[src/include/irm_pkg.sv]
// Constants and types shared by the indirect register memory access block
package irm_pkg;
  localparam int REG_WIDTH = 16;
  localparam int ADDR_WIDTH = 20;
  localparam int REGNUM_WIDTH = 4;
  // Register slot numbers
  localparam logic [3:0] REG_ACC1_HIGH = 4'h0;
  localparam logic [3:0] REG_ACC1_LOW = 4'h1;
  localparam logic [3:0] REG_ACC2_HIGH = 4'h2;
  localparam logic [3:0] REG_ACC2_LOW = 4'h3;
  localparam logic [3:0] REG_BLOCK_START = 4'h6;
  localparam logic [3:0] REG_BLOCK_LENGTH = 4'h8;
  localparam logic [3:0] REG_ACC3_HIGH = 4'h9;
  localparam logic [3:0] REG_ACC3_LOW = 4'ha;
  localparam logic [3:0] REG_ACC4_HIGH = 4'hb;
  localparam logic [3:0] REG_ACC4_LOW = 4'hc;
  localparam logic [3:0] REG_NEXT_OP = 4'hf;
  // Byte-wide memory windows (16-bit word of the address)
  localparam logic [15:0] BYTE_AREA1_LOW = 16'he400;
  localparam logic [15:0] BYTE_AREA1_HIGH = 16'he7ff;
  localparam logic [15:0] BYTE_AREA2_LOW = 16'hee00;
  localparam logic [7:0] BYTE_FILL = 8'hff;
  // Reset values
  localparam logic [15:0] REG_RESET = 16'h0000;
  localparam logic [15:0] BLOCK_CLEAR = 16'h0000;
  // Operation codes
  typedef enum logic [1:0] {
    IRM_OP_NONE = 2'b00,
    IRM_OP_LOAD = 2'b01,
    IRM_OP_STORE = 2'b10
  } irm_op_type;
  // Sequencer states, Gray coded along idle -> request -> done
  typedef enum logic [1:0] {
    IRM_ST_IDLE = 2'b00,
    IRM_ST_WAIT = 2'b01,
    IRM_ST_DONE = 2'b11
  } irm_state_type;
endpackage

[src/hw/irm_core.sv]
// Indirect register load/store engine between processor registers and memory
`timescale 1ns/10ps
module irm_core #(
  parameter int ADDR_W = 20
) (
  input wire logic clk_sys,
  input wire logic rst,
  input wire logic ce,
  // Operation request from the processor sequencer
  input wire logic op_valid,
  input wire irm_pkg::irm_op_type op_kind,
  input wire logic [3:0] op_reg,
  output logic op_busy,
  output logic op_done,
  // Upper address bits above accumulator one low word
  input wire logic [ADDR_W-17:0] addr_upper,
  // Memory side
  output logic mem_req,
  output logic mem_we,
  output logic [ADDR_W-1:0] mem_addr,
  output logic [15:0] mem_wdata,
  output logic mem_byte,
  input wire logic mem_ack,
  input wire logic [15:0] mem_rdata,
  // Block context events
  input wire logic block_open,
  input wire logic [15:0] block_open_start,
  input wire logic [15:0] block_open_length,
  input wire logic cycle_call,
  // Processor-side direct write of any existing slot except the next-op slot
  input wire logic cpu_wr,
  input wire logic [3:0] cpu_reg,
  input wire logic [15:0] cpu_data,
  input wire logic [15:0] next_op_addr,
  // Register views
  output logic [15:0] accumulator1_high,
  output logic [15:0] accumulator1_low,
  output logic [15:0] block_start_address,
  output logic [15:0] block_length_words
);
  import irm_pkg::*;

  // ****************************************
  // Parameter check
  // ****************************************
  // Address is the upper nibble plus one 16-bit register word
  if (ADDR_W != ADDR_WIDTH) begin : g_bad_addr_w
    $error("irm_core: address width must be 20");
  end

  // ****************************************
  // Slot decode
  // ****************************************
  function automatic logic slot_exists(input logic [3:0] n);
    slot_exists = (n <= REG_ACC2_LOW) || (n == REG_BLOCK_START) ||
                  (n == REG_BLOCK_LENGTH) || (n >= REG_ACC3_HIGH && n <= REG_ACC4_LOW) ||
                  (n == REG_NEXT_OP);
  endfunction

  localparam int SLOTS_N = 16;

  irm_state_type state;
  irm_state_type next_state;
  irm_op_type cur_kind;
  logic [3:0] cur_reg;
  logic [SLOTS_N-1:0] wr_en;
  logic [SLOTS_N*16-1:0] wr_data;
  logic [SLOTS_N*16-1:0] all_data;

  wire logic start_op = op_valid && (state == IRM_ST_IDLE);
  wire logic op_real = slot_exists(op_reg) && (op_kind != IRM_OP_NONE);
  wire logic take_real = start_op && op_real;
  wire logic take_nop = start_op && !op_real;
  wire logic [15:0] acc1_low_now = all_data[16*REG_ACC1_LOW +: 16];
  wire logic [15:0] acc1_high_now = all_data[16*REG_ACC1_HIGH +: 16];
  wire logic [15:0] block_start_now = all_data[16*REG_BLOCK_START +: 16];
  wire logic [15:0] block_length_now = all_data[16*REG_BLOCK_LENGTH +: 16];
  wire logic [ADDR_W-1:0] op_addr = {addr_upper, acc1_low_now};
  wire logic byte_area = (acc1_low_now >= BYTE_AREA1_LOW && acc1_low_now <= BYTE_AREA1_HIGH) ||
                         (acc1_low_now >= BYTE_AREA2_LOW);
  wire logic ack_seen = (state == IRM_ST_WAIT) && mem_ack;
  wire logic load_ack = ack_seen && (cur_kind == IRM_OP_LOAD);
  wire logic [15:0] load_value = mem_byte ? {BYTE_FILL, mem_rdata[7:0]} : mem_rdata;
  // Store word taken straight from the bank so it is ready with the request
  wire logic [15:0] store_word = all_data[16*op_reg +: 16];
  wire logic [15:0] store_lane = byte_area ? {8'h00, store_word[7:0]} : store_word;

  // ****************************************
  // Slot write selection
  // ****************************************
  genvar g;
  generate
    for (g = 0; g < SLOTS_N; g++) begin : g_wr
      localparam logic [3:0] IDX = 4'(g);
      wire logic hit_load = load_ack && (cur_reg == IDX);
      wire logic hit_cpu = cpu_wr && (cpu_reg == IDX);
      wire logic hit_open = block_open && (IDX == REG_BLOCK_START || IDX == REG_BLOCK_LENGTH);
      wire logic hit_clear = cycle_call && (IDX == REG_BLOCK_START || IDX == REG_BLOCK_LENGTH);
      wire logic hit_pc = (IDX == REG_NEXT_OP);
      wire logic [15:0] open_val = (IDX == REG_BLOCK_START) ? block_open_start :
                                   block_open_length;
      assign wr_en[g] = slot_exists(IDX) &&
                        (hit_load || hit_cpu || hit_open || hit_clear || hit_pc);
      // Priority: next-op address, call clear, block open, indirect load, direct write
      assign wr_data[g*16 +: 16] = hit_pc ? next_op_addr :
                                   hit_clear ? BLOCK_CLEAR :
                                   hit_open ? open_val :
                                   hit_load ? load_value :
                                   cpu_data;
    end
  endgenerate
  // Jumps and inserted levels drive none of the events above, so values hold

  irm_regbank #(
    .WIDTH(16),
    .SLOTS(SLOTS_N)
  ) u_bank (
    .clk_sys(clk_sys),
    .rst(rst),
    .ce(ce),
    .wr_en(wr_en),
    .wr_data(wr_data),
    .rd_sel(op_reg),
    .rd_data(),
    .all_data(all_data)
  );

  // ****************************************
  // Sequencer
  // ****************************************
  always_comb begin
    next_state = state;
    unique case (state)
      IRM_ST_IDLE: begin
        if (start_op && op_real) begin
          next_state = IRM_ST_WAIT;
        end else if (start_op) begin
          next_state = IRM_ST_DONE;
        end
      end
      IRM_ST_WAIT: begin
        if (mem_ack) begin
          next_state = IRM_ST_DONE;
        end
      end
      IRM_ST_DONE: begin
        next_state = IRM_ST_IDLE;
      end
      default: begin
        next_state = IRM_ST_IDLE;
      end
    endcase
  end

  // ****************************************
  // Sequencer registers
  // ****************************************
  always_ff @(posedge clk_sys or posedge rst) begin
    if (rst) begin
      state <= IRM_ST_IDLE;
    end else if (ce) begin
      state <= next_state;
    end
  end

  // Operation latched at take; op_kind and op_reg may move afterwards
  always_ff @(posedge clk_sys or posedge rst) begin
    if (rst) begin
      cur_kind <= IRM_OP_NONE;
      cur_reg <= 4'h0;
    end else if (ce && start_op) begin
      cur_kind <= op_kind;
      cur_reg <= op_reg;
    end
  end

  // ****************************************
  // Memory request
  // ****************************************
  always_ff @(posedge clk_sys or posedge rst) begin
    if (rst) begin
      mem_req <= 1'b0;
    end else if (ce && take_real) begin
      mem_req <= 1'b1;
    end else if (ce && ack_seen) begin
      mem_req <= 1'b0;
    end
  end

  always_ff @(posedge clk_sys or posedge rst) begin
    if (rst) begin
      mem_we <= 1'b0;
    end else if (ce && take_real) begin
      mem_we <= (op_kind == IRM_OP_STORE);
    end else if (ce && ack_seen) begin
      mem_we <= 1'b0;
    end
  end

  // ****************************************
  // Memory address and data
  // ****************************************
  // All three freeze at take, so the far side sees them steady until ack
  always_ff @(posedge clk_sys or posedge rst) begin
    if (rst) begin
      mem_addr <= '0;
    end else if (ce && take_real) begin
      mem_addr <= op_addr;
    end
  end

  // Width judged once at take; a load into slot 1 cannot alter it mid-access
  always_ff @(posedge clk_sys or posedge rst) begin
    if (rst) begin
      mem_byte <= 1'b0;
    end else if (ce && take_real) begin
      mem_byte <= byte_area;
    end
  end

  always_ff @(posedge clk_sys or posedge rst) begin
    if (rst) begin
      mem_wdata <= 16'h0000;
    end else if (ce && take_real) begin
      mem_wdata <= store_lane;
    end
  end

  // ****************************************
  // Status outputs
  // ****************************************
  always_ff @(posedge clk_sys or posedge rst) begin
    if (rst) begin
      op_done <= 1'b0;
    end else if (ce) begin
      op_done <= (next_state == IRM_ST_DONE);
    end
  end

  // A no-op take goes straight to done, so busy lasts one cycle there
  always_ff @(posedge clk_sys or posedge rst) begin
    if (rst) begin
      op_busy <= 1'b0;
    end else if (ce) begin
      op_busy <= (next_state != IRM_ST_IDLE) || take_nop;
    end
  end

  // ****************************************
  // Register views
  // ****************************************
  // One cycle behind the bank so every output leaves a flop
  always_ff @(posedge clk_sys or posedge rst) begin
    if (rst) begin
      accumulator1_high <= REG_RESET;
    end else if (ce) begin
      accumulator1_high <= acc1_high_now;
    end
  end

  always_ff @(posedge clk_sys or posedge rst) begin
    if (rst) begin
      accumulator1_low <= REG_RESET;
    end else if (ce) begin
      accumulator1_low <= acc1_low_now;
    end
  end

  always_ff @(posedge clk_sys or posedge rst) begin
    if (rst) begin
      block_start_address <= REG_RESET;
    end else if (ce) begin
      block_start_address <= block_start_now;
    end
  end

  always_ff @(posedge clk_sys or posedge rst) begin
    if (rst) begin
      block_length_words <= REG_RESET;
    end else if (ce) begin
      block_length_words <= block_length_now;
    end
  end
endmodule

[src/hw/irm_regbank.sv]
// Sixteen-slot register bank with registered read port
`timescale 1ns/10ps
module irm_regbank #(
  parameter int WIDTH = 16,
  parameter int SLOTS = 16
) (
  input wire logic clk_sys,
  input wire logic rst,
  input wire logic ce,
  input wire logic [SLOTS-1:0] wr_en,
  input wire logic [SLOTS*WIDTH-1:0] wr_data,
  input wire logic [3:0] rd_sel,
  output logic [WIDTH-1:0] rd_data,
  output logic [SLOTS*WIDTH-1:0] all_data
);
  import irm_pkg::*;

  // Slot select is four bits wide, so the bank shape is fixed
  if (WIDTH != REG_WIDTH || SLOTS != 16) begin : g_bad_shape
    $error("irm_regbank: width must be 16 and slots 16");
  end

  genvar g;
  generate
    for (g = 0; g < SLOTS; g++) begin : g_slot
      always_ff @(posedge clk_sys or posedge rst) begin
        if (rst) begin
          all_data[g*WIDTH +: WIDTH] <= REG_RESET;
        end else if (ce && wr_en[g]) begin
          all_data[g*WIDTH +: WIDTH] <= wr_data[g*WIDTH +: WIDTH];
        end
      end
    end
  endgenerate

  always_ff @(posedge clk_sys or posedge rst) begin
    if (rst) begin
      rd_data <= REG_RESET;
    end else if (ce) begin
      rd_data <= all_data[rd_sel*WIDTH +: WIDTH];
    end
  end
endmodule

[config.mk]
export PLATFORM = sky130hd
export DESIGN_NAME = irm_core
export DESIGN_NICKNAME = d
export VERILOG_FILES = /design/src/include/irm_pkg.sv /design/src/hw/irm_core.sv /design/src/hw/irm_regbank.sv
export SDC_FILE = /design/constraint.sdc
export NUM_CORES = 1
export LEC_CHECK = 0
export ABC_CLOCK_PERIOD_IN_PS = 9310
export BUFFER_PORTS_ARGS = -buffer_cell sky130_fd_sc_hd__buf_2
export CELL_PAD_IN_SITES_DETAIL_PLACEMENT = 1
export CELL_PAD_IN_SITES_GLOBAL_PLACEMENT = 1
export CORE_MARGIN = 2
export CORE_UTILIZATION = 45
export CTS_CLUSTER_SIZE = 10
export DETAILED_ROUTE_END_ITERATION = 16
export GPL_TIMING_DRIVEN = 0
export PLACE_DENSITY = 0.87
export SETUP_SLACK_MARGIN = 0.05
export SYNTH_ARGS = -nofsm -noshare
export SYNTH_HDL_FRONTEND = slang
export SYNTH_HIERARCHICAL = 1
export SYNTH_SLANG_ARGS = --single-unit
[constraint.sdc]
create_clock -name clk_sys -period 9.31 [get_ports clk_sys]
set_input_delay 1.862 -clock clk_sys [delete_from_list [all_inputs] [get_ports clk_sys]]
set_output_delay 1.862 -clock clk_sys [all_outputs]
set_load 0.005 [all_outputs]
Word-level counts from Yosys, hierarchy flattened
Cells that the tools add are included.
W data, S select, Z words.
Word-level totals
  word-level logic and storage cells: 148
  ROM bits: 0
  bits of input ports: 102
  memories: 0
  bits in latches: 0
  output and inout bits: 105
  RAM bits: 0
  register bits after elaboration: 289
Cells by class
  bitwise operators: 0
  equal/unequal tests: 25
  shifts and indexed selects: 1
  multiply operators: 0
  multiplexer cells: 23
  magnitude comparators: 6
  add/sub/neg operators: 0
  divide/modulo/power cells: 0
  reduce and logical (&&, ||, !) cells: 68
Operator list (count)
  $mux W16: 16
  $shiftx A256 B9 Y16: 1
  $eq A4 B4 Y1 const B: 12
  $logic_and A1 B1 Y1: 41
  $ge A16 B16 Y1 const B: 2
  $logic_or A1 B1 Y1: 20
  $eq A4 B2 Y1 const B: 4
  $le A16 B16 Y1 const B: 1
  $eq A4 B3 Y1 const B: 3
  $eq A4 B1 Y1 const B: 2
  $logic_not A4 Y1: 2
  $mux W2: 3
  $reduce_bool A2 Y1: 3
  $eq A2 B1 Y1 const B: 2
  $eq A2 B2 Y1 const B: 2
  $ge A4 B4 Y1 const B: 1
  $le A4 B2 Y1 const B: 1
  $le A4 B4 Y1 const B: 1
  $pmux W2 S2: 1
  $mux W1: 3
  $logic_not A2 Y1: 1
  $logic_not A1 Y1: 1

Depth between registers and ports, before layout
Gate-level depths: netlist of the first run.
  word-level depth: 11
  gate-level depth with buffers: 10
  gate-level depth less buffers: 6

By module
Netlist of the first run, hierarchy kept.
Modules (own cells, without submodules)
  irm_regbank: area an instance 12155.4 um^2, instances 1, sequential area each 6806.5 um^2, cells each 719
  irm_core: area an instance 9843.2 um^2, instances 1, sequential area each 2827.7 um^2, cells each 987

Worst setup path after synthesis of the first run
No wires, ideal clock.
  path kind: input to register
  start: input mem_ack
  end: register u_bank.all_data[0]
  data arrival time: 3.630 ns
  path slack: 5.552 ns
  stages: 10
  path through: nor4bb_1 buf_4 nand4bb_4 or2_1 buf_6 clkbuf_1 o31ai_1 nand2_2 buf_2 mux2_1
Between the ends
  longest elaborated chain between the ends: 5
Ends and longest elaborated chain
  start, declared: line irm_core.sv:23  | input wire logic mem_ack,
  $logic_and A1 B1 Y1: line irm_core.sv:81  | wire logic ack_seen = (state == IRM_ST_WAIT) && mem_ack;
  $logic_and A1 B1 Y1: line irm_core.sv:82  | wire logic load_ack = ack_seen && (cur_kind == IRM_OP_LOAD);
  $logic_and A1 B1 Y1: line irm_core.sv:95  | wire logic hit_load = load_ack && (cur_reg == IDX);
  $logic_or A1 B1 Y1: line irm_core.sv:103  | (hit_load || hit_cpu || hit_open || hit_clear || hit_pc);
  via wr_en[0]: line irm_core.sv:66  | logic [SLOTS_N-1:0] wr_en;
  $logic_and A1 B1 Y1: line irm_regbank.sv:29  | end else if (ce && wr_en[g]) begin
  end signal, assigned by index: line irm_regbank.sv:30  | all_data[g*WIDTH +: WIDTH] <= wr_data[g*WIDTH +: WIDTH];
  end, declared: line irm_regbank.sv:14  | output logic [SLOTS*WIDTH-1:0] all_data
The timed path passes the listed nets, and every way through them passes these cells.
A chain may end at the register's enable or synchronous reset.

Worst setup path in the final report of the first run
  start: input ce
  end: register mem_we
Between the ends
  longest elaborated chain between the ends: 2
Ends and longest elaborated chain
  start, declared: line irm_core.sv:8  | input wire logic ce,
  $logic_and A1 B1 Y1, on equally long branches: line irm_core.sv:193, irm_core.sv:195
  $mux W1 / $reduce_bool A2 Y1 (equally long branches)
  end signal, assigned: line irm_core.sv:194  | mem_we <= (op_kind == IRM_OP_STORE);
  end, declared: line irm_core.sv:19  | output logic mem_we,
Parallel ways exist; a longest one is shown, timed or not.

==> results.sh, run 1 <==
export IMPL_status="finished, final reports clean"
export IMPL_layout_drive_gt1_share=0.353
export IMPL_path_cells="buf_2, buf_2, nand2_1, nor3_2, nand3_2, buf_2, clkbuf_1, nand3_1, o21ai_0"
export IMPL_pwr_share_clk=0.294
export IMPL_p_int_mw=3.74
export IMPL_wl_met2_mm=32.7
export IMPL_critPathArrivalTime_ps=4450
export IMPL_top_regs="u_bank/all_data x256, mem_addr x20"
export IMPL_drc=0
export IMPL_hold_viol_final=0
export IMPL_drt_initial_drc_count=1121
export IMPL_worstHoldStart="u_bank/all_data[125]"
export IMPL_synth_area_um2=19300
export IMPL_rr_startpoint="state[1]"
export IMPL_grt_start_max_net_pins=129
export IMPL_antenna_found_initial=9
export IMPL_dp_hpwl_mm=50.2
export IMPL_timing_fmax_mhz=247
export IMPL_clkSlewWorstSetupHoldPaths_ps=50
export IMPL_setup_ws_ps=5250
export IMPL_wirelength_mm=67.0
export IMPL_drv_cap=0
export IMPL_ys_warn_count=6
export IMPL_cts_sinks=369
export IMPL_worstRegToRegCells=7
export IMPL_crit_family="simple AND/OR/NAND/NOR gates"
export IMPL_cts_root_buf="clkbuf_16"
export IMPL_total_power_mw=5.45
export IMPL_tightest_slew_ps=1030
export IMPL_die_x_um=211
export IMPL_grt_pass1_vias=16100
export IMPL_min_path_type="reg -> reg"
export IMPL_antenna_cells=0
export IMPL_min_to="u_bank/all_data[125]"
export IMPL_met1_length_mm=26.4
export IMPL_core_area_um2=42100
export IMPL_leakage_nw=10.3
export IMPL_crit_type="in -> reg"
export IMPL_rsz0062_at_grt="false"
export IMPL_cts_tree="done"
export IMPL_fin_tns_setup_ps=0
export IMPL_switching_share=0.314
export IMPL_grt_pass1_wl_mm=101
export IMPL_holdBufCountCts=0
export IMPL_wl_met3_mm=4.40
export IMPL_io_pins=207
export IMPL_cp_common_cell="buf_2"
export IMPL_r2r_slack_ps=6160
export IMPL_place_ws_ps=4700
export IMPL_syn_inst=1534
export IMPL_ant_nets=0
export IMPL_nNetsFinal=1893
export IMPL_power_share_combinational=0.254
export IMPL_grt_overflow_total=0
export IMPL_cts_resized=0
export IMPL_finalSetupViolCount=0
export IMPL_die_area_um2=44600
export IMPL_area_delta_synth_final_pct=16.0
export IMPL_pwr_share_seq=0.452
export IMPL_max_stage_delay_ps=580
export IMPL_fillers=4338
export IMPL_cts_buffers=44
export IMPL_final_period_utilization=0.436
export IMPL_relSlewSlack=0.312
export IMPL_regMostFlops="u_bank/all_data"
export IMPL_drv_slew=0
export IMPL_power_density_nw_per_um2=243
export IMPL_whs_path_depth=1
export IMPL_r2r_end="u_bank/all_data[142]"
export IMPL_crit_required_ps=9700
export IMPL_fp_row_count=75
export IMPL_p_switching_mw=1.71
export IMPL_irDropWorstVdd_mv=0.139
export IMPL_viasPerCell=6.25
export IMPL_clock_skew_ps=16.6
export IMPL_via_count=14700
export IMPL_crit_fanout=10
export IMPL_synth_area_per_cell_um2=12.6
export IMPL_clock_latency_ps=570
export IMPL_path_buf_inv=4
export IMPL_die_y_um=211
export IMPL_cts_buffer_depth=3
export IMPL_grt_total_usage=0.306
export IMPL_post_route_util=0.532
export IMPL_start_util=0.459
export IMPL_port_buffers=204
export IMPL_gp_congestion=0.927
export IMPL_first_pass_iters=5
export IMPL_post_drt_wl_per_cell_um=28.6
export IMPL_endpoint_kind="flip-flop"
export IMPL_period_minus_slack_ps=4060
export IMPL_slowest_stage="nor3_2"
export IMPL_h_tree_depth=2
export IMPL_postCtsSetupBuffers=0
export IMPL_largest_reg_flops=256
export IMPL_cp_start_kind="input pin"
export IMPL_top_layer_used="met5"
## per-stage QoR
| stage | cells | instance area [um^2] | hold slack, ps |
|---|---|---|---|
| 6_report | 2346 | 22400 | 489 |
| 4_1_cts | 2346 | 22400 | 492 |
| 5_1_grt | 2346 | 22400 | 497 |
| 3_5_place_dp | 2284 | 21100 | 479 |
| 3_3_place_gp | 2281 | 21000 | 463 |
| 2_1_floorplan | 1538 | 19300 | 459 |
## power by group through the flow
| stage | sequential, mW | combinational [mW] | clock [mW] |
|---|---|---|---|
| finish | 2.46 | 1.39 | 1.60 |
| global route | 2.52 | 1.48 | 1.67 |
| CTS | 2.46 | 1.38 | 1.61 |
| detailed placement | 2.48 | 1.36 | 0 |
| global placement | 2.43 | 1.28 | 0 |
| floorplan | 2.35 | 0.858 | 0 |
## layout make-up
type | instances | area, um^2 | area share
multi-input combinational | 1027 | 9380 | 0.418
sequential | 369 | 9230 | 0.412
clock buffer | 60 | 1230 | 0.0550
timing repair buffer | 207 | 1100 | 0.0492
buffer | 137 | 712 | 0.0318
tap | 539 | 674 | 0.0301
clock inverter | 2 | 46.3 | 0.00207
inverter | 5 | 31.3 | 0.00140
## worst register-to-register path, stage by stage, from the launching register on
cell	delay, ps
dfrtp_1	420
nor4bb_1	330
buf_4	240
nand4b_4	200
clkbuf_1	310
o221ai_1	600
o21ai_0	510
mux2_1	420
## worst max path at each step
stage	start	end	slack (ps)	cells after the start
final	ce	mem_we	5250	9
after floorplan	rst	u_bank/all_data[0]	410	1
after detailed placement	ce	mem_we	4700	9
after global routing	ce	mem_we	5120	9
after CTS	ce	mem_we	5260	9
after global placement	rst	u_bank/all_data[240]	-2630	2
## per-layer routing
layer / vias to the layer above / GRT usage
met5: - / 0
met4: 4 / 0.150
met3: 194 / 0.0522
met2: 719 / 0.513
met1: 7663 / 0.385
li1: 6089 / -
## cell usage in the layout, fill, tap and decap left out, types with 7 or more instances in the layout
cell         n
nor3_1      26
a21o_1       9
dfrtp_1    369
nor2_1      78
clkbuf_1    74
buf_1        9
a22o_1       8
a22oi_1     30
nand2_2     15
buf_6       11
nor2_2       7
buf_2      245
mux2_4      14
clkbuf_16   46
o21ai_0     55
o221ai_1    16
nand2_1    101
a21oi_1     68
nor4_1       8
mux4_2      64
mux2_1     240
mux2_2     197
nor2b_1     22
nand3_1     12
buf_4       11
No activity file was read; power rests on OpenSTA's default activity.
==> inputs of run 2 (changes only) <==
--- a/config.mk
+++ b/config.mk
@@ -5,16 +5,16 @@
 export SDC_FILE = /design/constraint.sdc
 export NUM_CORES = 1
 export LEC_CHECK = 0
-export ABC_CLOCK_PERIOD_IN_PS = 9310
+export ABC_CLOCK_PERIOD_IN_PS = 4090
 export BUFFER_PORTS_ARGS = -buffer_cell sky130_fd_sc_hd__buf_2
 export CELL_PAD_IN_SITES_DETAIL_PLACEMENT = 1
 export CELL_PAD_IN_SITES_GLOBAL_PLACEMENT = 1
 export CORE_MARGIN = 2
-export CORE_UTILIZATION = 45
+export CORE_UTILIZATION = 50
 export CTS_CLUSTER_SIZE = 10
 export DETAILED_ROUTE_END_ITERATION = 16
 export GPL_TIMING_DRIVEN = 0
-export PLACE_DENSITY = 0.87
+export PLACE_DENSITY = 0.92
 export SETUP_SLACK_MARGIN = 0.05
 export SYNTH_ARGS = -nofsm -noshare
 export SYNTH_HDL_FRONTEND = slang
==> constraint.sdc (replaced) <==
create_clock -name clk_sys -period 4.09 [get_ports clk_sys]
set_input_delay 0.818 -clock clk_sys [delete_from_list [all_inputs] [get_ports clk_sys]]
set_output_delay 0.818 -clock clk_sys [all_outputs]
set_load 0.005 [all_outputs]
==> results.sh, run 2 (synthesized netlist as in run 1, its figures left out) <==
export IMPL_grt_pass1_wl_mm=106
export IMPL_regMostFlops="u_bank/all_data"
export IMPL_power_density_nw_per_um2=553
export IMPL_port_buffers=204
export IMPL_hold_viol_final=0
export IMPL_clock_latency_ps=580
export IMPL_final_common_cell="dfrtp_1"
export IMPL_top_regs="u_bank/all_data x256, mem_addr x20"
export IMPL_cp_start_kind="flip-flop"
export IMPL_h_tree_depth=2
export IMPL_die_x_um=201
export IMPL_grt_start_max_net_pins=60
export IMPL_core_area_um2=38400
export IMPL_max_stage_delay_ps=620
export IMPL_irDropWorstVdd_mv=0.274
export IMPL_leakage_nw=10.2
export IMPL_timing_fmax_mhz=308
export IMPL_period_minus_slack_ps=3250
export IMPL_drt_initial_drc_count=1390
export IMPL_final_period_utilization=0.795
export IMPL_nNetsFinal=1897
export IMPL_status="finished, final reports clean"
export IMPL_crit_required_ps=4540
export IMPL_clock_skew_ps=23.4
export IMPL_ant_nets=0
export IMPL_design_area_um2=22400
export IMPL_fp_row_count=72
export IMPL_fin_tns_setup_ps=0
export IMPL_via_count=15100
export IMPL_grt_total_usage=0.353
export IMPL_min_path_type="in -> async"
export IMPL_cts_root_buf="clkbuf_16"
export IMPL_layout_drive_gt1_share=0.354
export IMPL_relSlewSlack=0.228
export IMPL_antenna_found_initial=5
export IMPL_crit_fanout=10
export IMPL_crit_type="reg -> reg"
export IMPL_cts_resized=0
export IMPL_io_pins=207
export IMPL_start_util=0.504
export IMPL_rsz0062_at_grt="false"
export IMPL_endpoint_kind="flip-flop"
export IMPL_cts_tree="done"
export IMPL_layout_common_cells="369 x dfrtp_1, 245 x buf_2, 240 x mux2_1"
export IMPL_viasPerCell=6.51
export IMPL_tightest_slew_ps=1160
export IMPL_path_cells="nor4bb_1, buf_4, nand4b_4, clkbuf_1, o221ai_1, o21ai_0, mux2_1"
export IMPL_grt_pass1_vias=16800
export IMPL_slowest_stage="o221ai_1"
export IMPL_path_buf_inv=2
export IMPL_gp_congestion=0.953
export IMPL_postCtsSetupBuffers=0
export IMPL_holdBufCountCts=0
export IMPL_drv_slew=0
export IMPL_clkSlewWorstSetupHoldPaths_ps=50
export IMPL_cts_buffer_depth=3
export IMPL_drc=0
export IMPL_post_drt_wl_per_cell_um=30.4
export IMPL_die_y_um=201
export IMPL_cts_buffers=43
export IMPL_critPathArrivalTime_ps=3700
export IMPL_finalSetupViolCount=0
export IMPL_area_delta_synth_final_pct=15.8
export IMPL_first_pass_iters=8
export IMPL_drv_cap=0
export IMPL_crit_family="compound AO/OA/AOI/OAI gates"
export IMPL_cts_sinks=369
export IMPL_wirelength_mm=70.7
export IMPL_grt_overflow_total=0
export IMPL_dp_hpwl_mm=50.9
export IMPL_largest_reg_flops=256
export IMPL_die_area_um2=40200
export IMPL_dpl_cell_area_um2=21200
## run 2: cell count changes in the layout (fill, tap and decap cells not counted), sizes merged
cell and delta:
diode +2, bufinv -1, clkinv -1, inv -1, clkinvlp +1, buf +5
clkbuf -6
## run 2: where the power goes
part | switching, mW | total (mW) | internal, mW
Clock | 1.49 | 3.47 | 1.99
Combinational | 1.63 | 3.23 | 1.60
Sequential | 0.874 | 5.67 | 4.79
Total | 3.99 | 12.4 | 8.38
## run 2: routing by layer
metal,wire length (um),up-vias,global-route usage
li1,-,6091,-
met1,26200,7786,0.426
met3,5680,315,0.0802
met5,38,-,0
met2,33900,930,0.576
met4,4930,6,0.218
## run 2: worst paths after layout
path | slack, ps | start | endpoint | cells after the start
max | 840 | state[1] | u_bank/all_data[142] | 7
min | 330 | rst | block_length_words[11] | 2
max reg2reg | 840 | state[1] | u_bank/all_data[142] | 7
min reg2reg | 490 | u_bank/all_data[112] | u_bank/all_data[112] | 1
max in group asynchronous | 2380 | rst | u_bank/all_data[226] | 6
min in group clk_sys | 460 | next_op_addr[5] | u_bank/all_data[245] | 2
## run 2: cell type report
| type | count | area (um^2) |
|---|---|---|
| Fill cell | 4016 | 16000 |
| Multi-Input combinational cell | 1027 | 9380 |
| Sequential cell | 369 | 9230 |
| Timing Repair Buffer | 212 | 1190 |
| Clock buffer | 54 | 1180 |
| Buffer | 137 | 712 |
| Tap cell | 518 | 648 |
| Inverter | 5 | 27.5 |
| Antenna cell | 2 | 5.00 |
## run 2: through the flow
| stage | instances | hold slack (ps) | power [mW] | setup slack [ps] | utilization |
|---|---|---|---|---|---|
| 2_1_floorplan | 1538 | 459 | 7.31 | -99.6 | - |
| 3_3_place_gp | 2260 | 463 | 8.47 | -1700 | 0.548 |
| 3_5_place_dp | 2268 | 475 | 8.77 | 457 | 0.552 |
| 4_1_cts | 2322 | 313 | 12.3 | 1020 | 0.583 |
| 5_1_grt | 2323 | 344 | 12.8 | 921 | 0.583 |
| 6_report | 2324 | 328 | 12.4 | 840 | 0.583 |
==> inputs of run 3 (changes only) <==
--- a/config.mk
+++ b/config.mk
@@ -5,16 +5,16 @@
 export SDC_FILE = /design/constraint.sdc
 export NUM_CORES = 1
 export LEC_CHECK = 0
-export ABC_CLOCK_PERIOD_IN_PS = 4090
+export ABC_CLOCK_PERIOD_IN_PS = 2800
 export BUFFER_PORTS_ARGS = -buffer_cell sky130_fd_sc_hd__buf_2
 export CELL_PAD_IN_SITES_DETAIL_PLACEMENT = 1
 export CELL_PAD_IN_SITES_GLOBAL_PLACEMENT = 1
 export CORE_MARGIN = 2
-export CORE_UTILIZATION = 50
+export CORE_UTILIZATION = 45
 export CTS_CLUSTER_SIZE = 10
 export DETAILED_ROUTE_END_ITERATION = 16
 export GPL_TIMING_DRIVEN = 0
-export PLACE_DENSITY = 0.92
+export PLACE_DENSITY = 0.87
 export SETUP_SLACK_MARGIN = 0.05
 export SYNTH_ARGS = -nofsm -noshare
 export SYNTH_HDL_FRONTEND = slang
==> constraint.sdc (replaced) <==
create_clock -name clk_sys -period 2.8 [get_ports clk_sys]
set_input_delay 0.56 -clock clk_sys [delete_from_list [all_inputs] [get_ports clk_sys]]
set_output_delay 0.56 -clock clk_sys [all_outputs]
set_load 0.005 [all_outputs]
==> results.sh, run 3 (synthesized netlist as in run 1, its figures left out) <==
export IMPL_status="finished, final reports clean"
export IMPL_dp_hpwl_mm=50.6
export IMPL_cts_buffer_depth=3
export IMPL_fin_tns_setup_ps=0
export IMPL_largest_reg_flops=256
export IMPL_leakage_nw=10.3
export IMPL_power_density_nw_per_um2=804
export IMPL_period_minus_slack_ps=2720
export IMPL_clock_skew_ps=18.9
export IMPL_grt_total_usage=0.308
export IMPL_cts_root_buf="clkbuf_16"
export IMPL_area_delta_synth_final_pct=16.8
export IMPL_cts_sinks=369
export IMPL_ant_nets=0
export IMPL_die_y_um=211
export IMPL_timing_fmax_mhz=368
export IMPL_irDropWorstVdd_mv=0.396
export IMPL_clock_latency_ps=580
export IMPL_pwr_share_seq=0.452
export IMPL_regMostFlops="u_bank/all_data"
export IMPL_grt_start_max_net_pins=43
export IMPL_top_regs="u_bank/all_data x256, mem_addr x20"
export IMPL_rsz0062_at_grt="false"
export IMPL_cts_buffers=44
export IMPL_tightest_slew_ps=1070
export IMPL_gp_congestion=0.932
export IMPL_final_common_cell="dfrtp_1"
export IMPL_start_util=0.459
export IMPL_relSlewSlack=0.286
export IMPL_via_count=14800
export IMPL_design_area_um2=22600
export IMPL_pwr_share_clk=0.291
export IMPL_p_int_mw=12.4
export IMPL_crit_required_ps=3250
export IMPL_viasPerCell=6.28
export IMPL_min_path_type="in -> reg"
export IMPL_fillers=4368
export IMPL_dpl_cell_area_um2=21300
export IMPL_die_x_um=211
export IMPL_crit_fanout=10
export IMPL_port_buffers=204
export IMPL_io_pins=207
export IMPL_final_period_utilization=0.971
export IMPL_hold_viol_final=0
export IMPL_nNetsFinal=1903
export IMPL_drv_slew=0
export IMPL_cts_tree="done"
export IMPL_die_area_um2=44600
export IMPL_finalSetupViolCount=0
export IMPL_p_switching_mw=5.76
export IMPL_endpoint_kind="flip-flop"
export IMPL_core_area_um2=42100
export IMPL_first_pass_iters=6
export IMPL_layout_common_cells="369 x dfrtp_1, 243 x buf_2, 240 x mux2_1"
export IMPL_clkSlewWorstSetupHoldPaths_ps=60
export IMPL_drv_cap=0
export IMPL_drt_initial_drc_count=1081
export IMPL_layout_drive_gt1_share=0.360
export IMPL_grt_pass1_vias=16300
export IMPL_drc=0
export IMPL_post_drt_wl_per_cell_um=28.8
export IMPL_grt_pass1_wl_mm=102
export IMPL_wirelength_mm=67.8
export IMPL_h_tree_depth=2
export IMPL_crit_type="reg -> reg"
export IMPL_antenna_found_initial=5
export IMPL_cp_start_kind="flip-flop"
export IMPL_critPathArrivalTime_ps=3170
export IMPL_switching_share=0.317
export IMPL_power_share_combinational=0.257
export IMPL_grt_overflow_total=0
export IMPL_fp_row_count=75
==> run 3: stage by stage <==
| stage | setup slack (ps) | total power [mW] | hold WS (ps) | cells | util |
|---|---|---|---|---|---|
| floorplan | -1130 | 10.7 | 459 | 1538 | - |
| global placement | -2800 | 12.4 | 464 | 2281 | 0.499 |
| detailed placement | -546 | 12.8 | 472 | 2291 | 0.504 |
| CTS | 29.7 | 18.1 | 185 | 2349 | 0.534 |
| global route | 48.1 | 18.9 | 213 | 2355 | 0.536 |
| finish | 80.1 | 18.2 | 199 | 2356 | 0.536 |
==> run 3: per-layer routing <==
| metal | vias up | global-route usage | share of wire |
|---|---|---|---|
| met5 | - | 0 | 0.00035 |
| met4 | 4 | 0.165 | 0.056 |
| met3 | 241 | 0.0675 | 0.081 |
| met2 | 805 | 0.511 | 0.48 |
| met1 | 7649 | 0.377 | 0.38 |
| li1 | 6107 | - | - |
==> run 3: area by class of cell <==
class	count	area (um^2)	share of cell area
buffer	133	706	0.0313
clock inverter	1	30.0	0.00133
clock buffer	59	1210	0.0535
inverter	5	26.3	0.00116
tap	539	674	0.0299
sequential	369	9230	0.409
multi-input combinational	1027	9410	0.417
antenna	2	5.00	0.000222
timing repair buffer	221	1280	0.0569
==> run 3: worst paths after layout <==
kind	start	end	slack (ps)	cells past startpoint
min	next_op_addr[6]	u_bank/all_data[246]	200	2
max	state[1]	u_bank/all_data[142]	80	7
max reg2reg	state[1]	u_bank/all_data[142]	80	7
min reg2reg	mem_req	mem_req	480	2
max in group asynchronous	rst	block_length_words[5]	1150	6
min in group asynchronous	rst	u_bank/all_data[61]	530	3
==> run 3: timing repair <==
item | 4_1_cts | 5_1_grt
resized for setup | 7 | 7
setup endpoints to repair | 67 | 62
buffers inserted | 1 | 5
endpoints found under the hold margin | 9 | 0
pin swaps | 1 | 4
hold buffers | 1 | 0
==> run 3: critical path, cell delays in order, from the launching register on <==
cell	delay (ps)
dfrtp_1	450
nor4bb_1	310
buf_4	250
nand4b_4	200
buf_2	260
o221ai_1	520
o21ai_2	250
mux2_1	350
==> run 3: power groups by stage <==
stage               clock network [mW]  logic (mW)  registers [mW]
floorplan                            0        2.85            7.82
global placement                     0        4.27            8.09
detailed placement                   0        4.54            8.23
CTS                               5.32        4.61            8.17
global route                      5.51        4.97            8.40
finish                            5.28        4.67            8.21
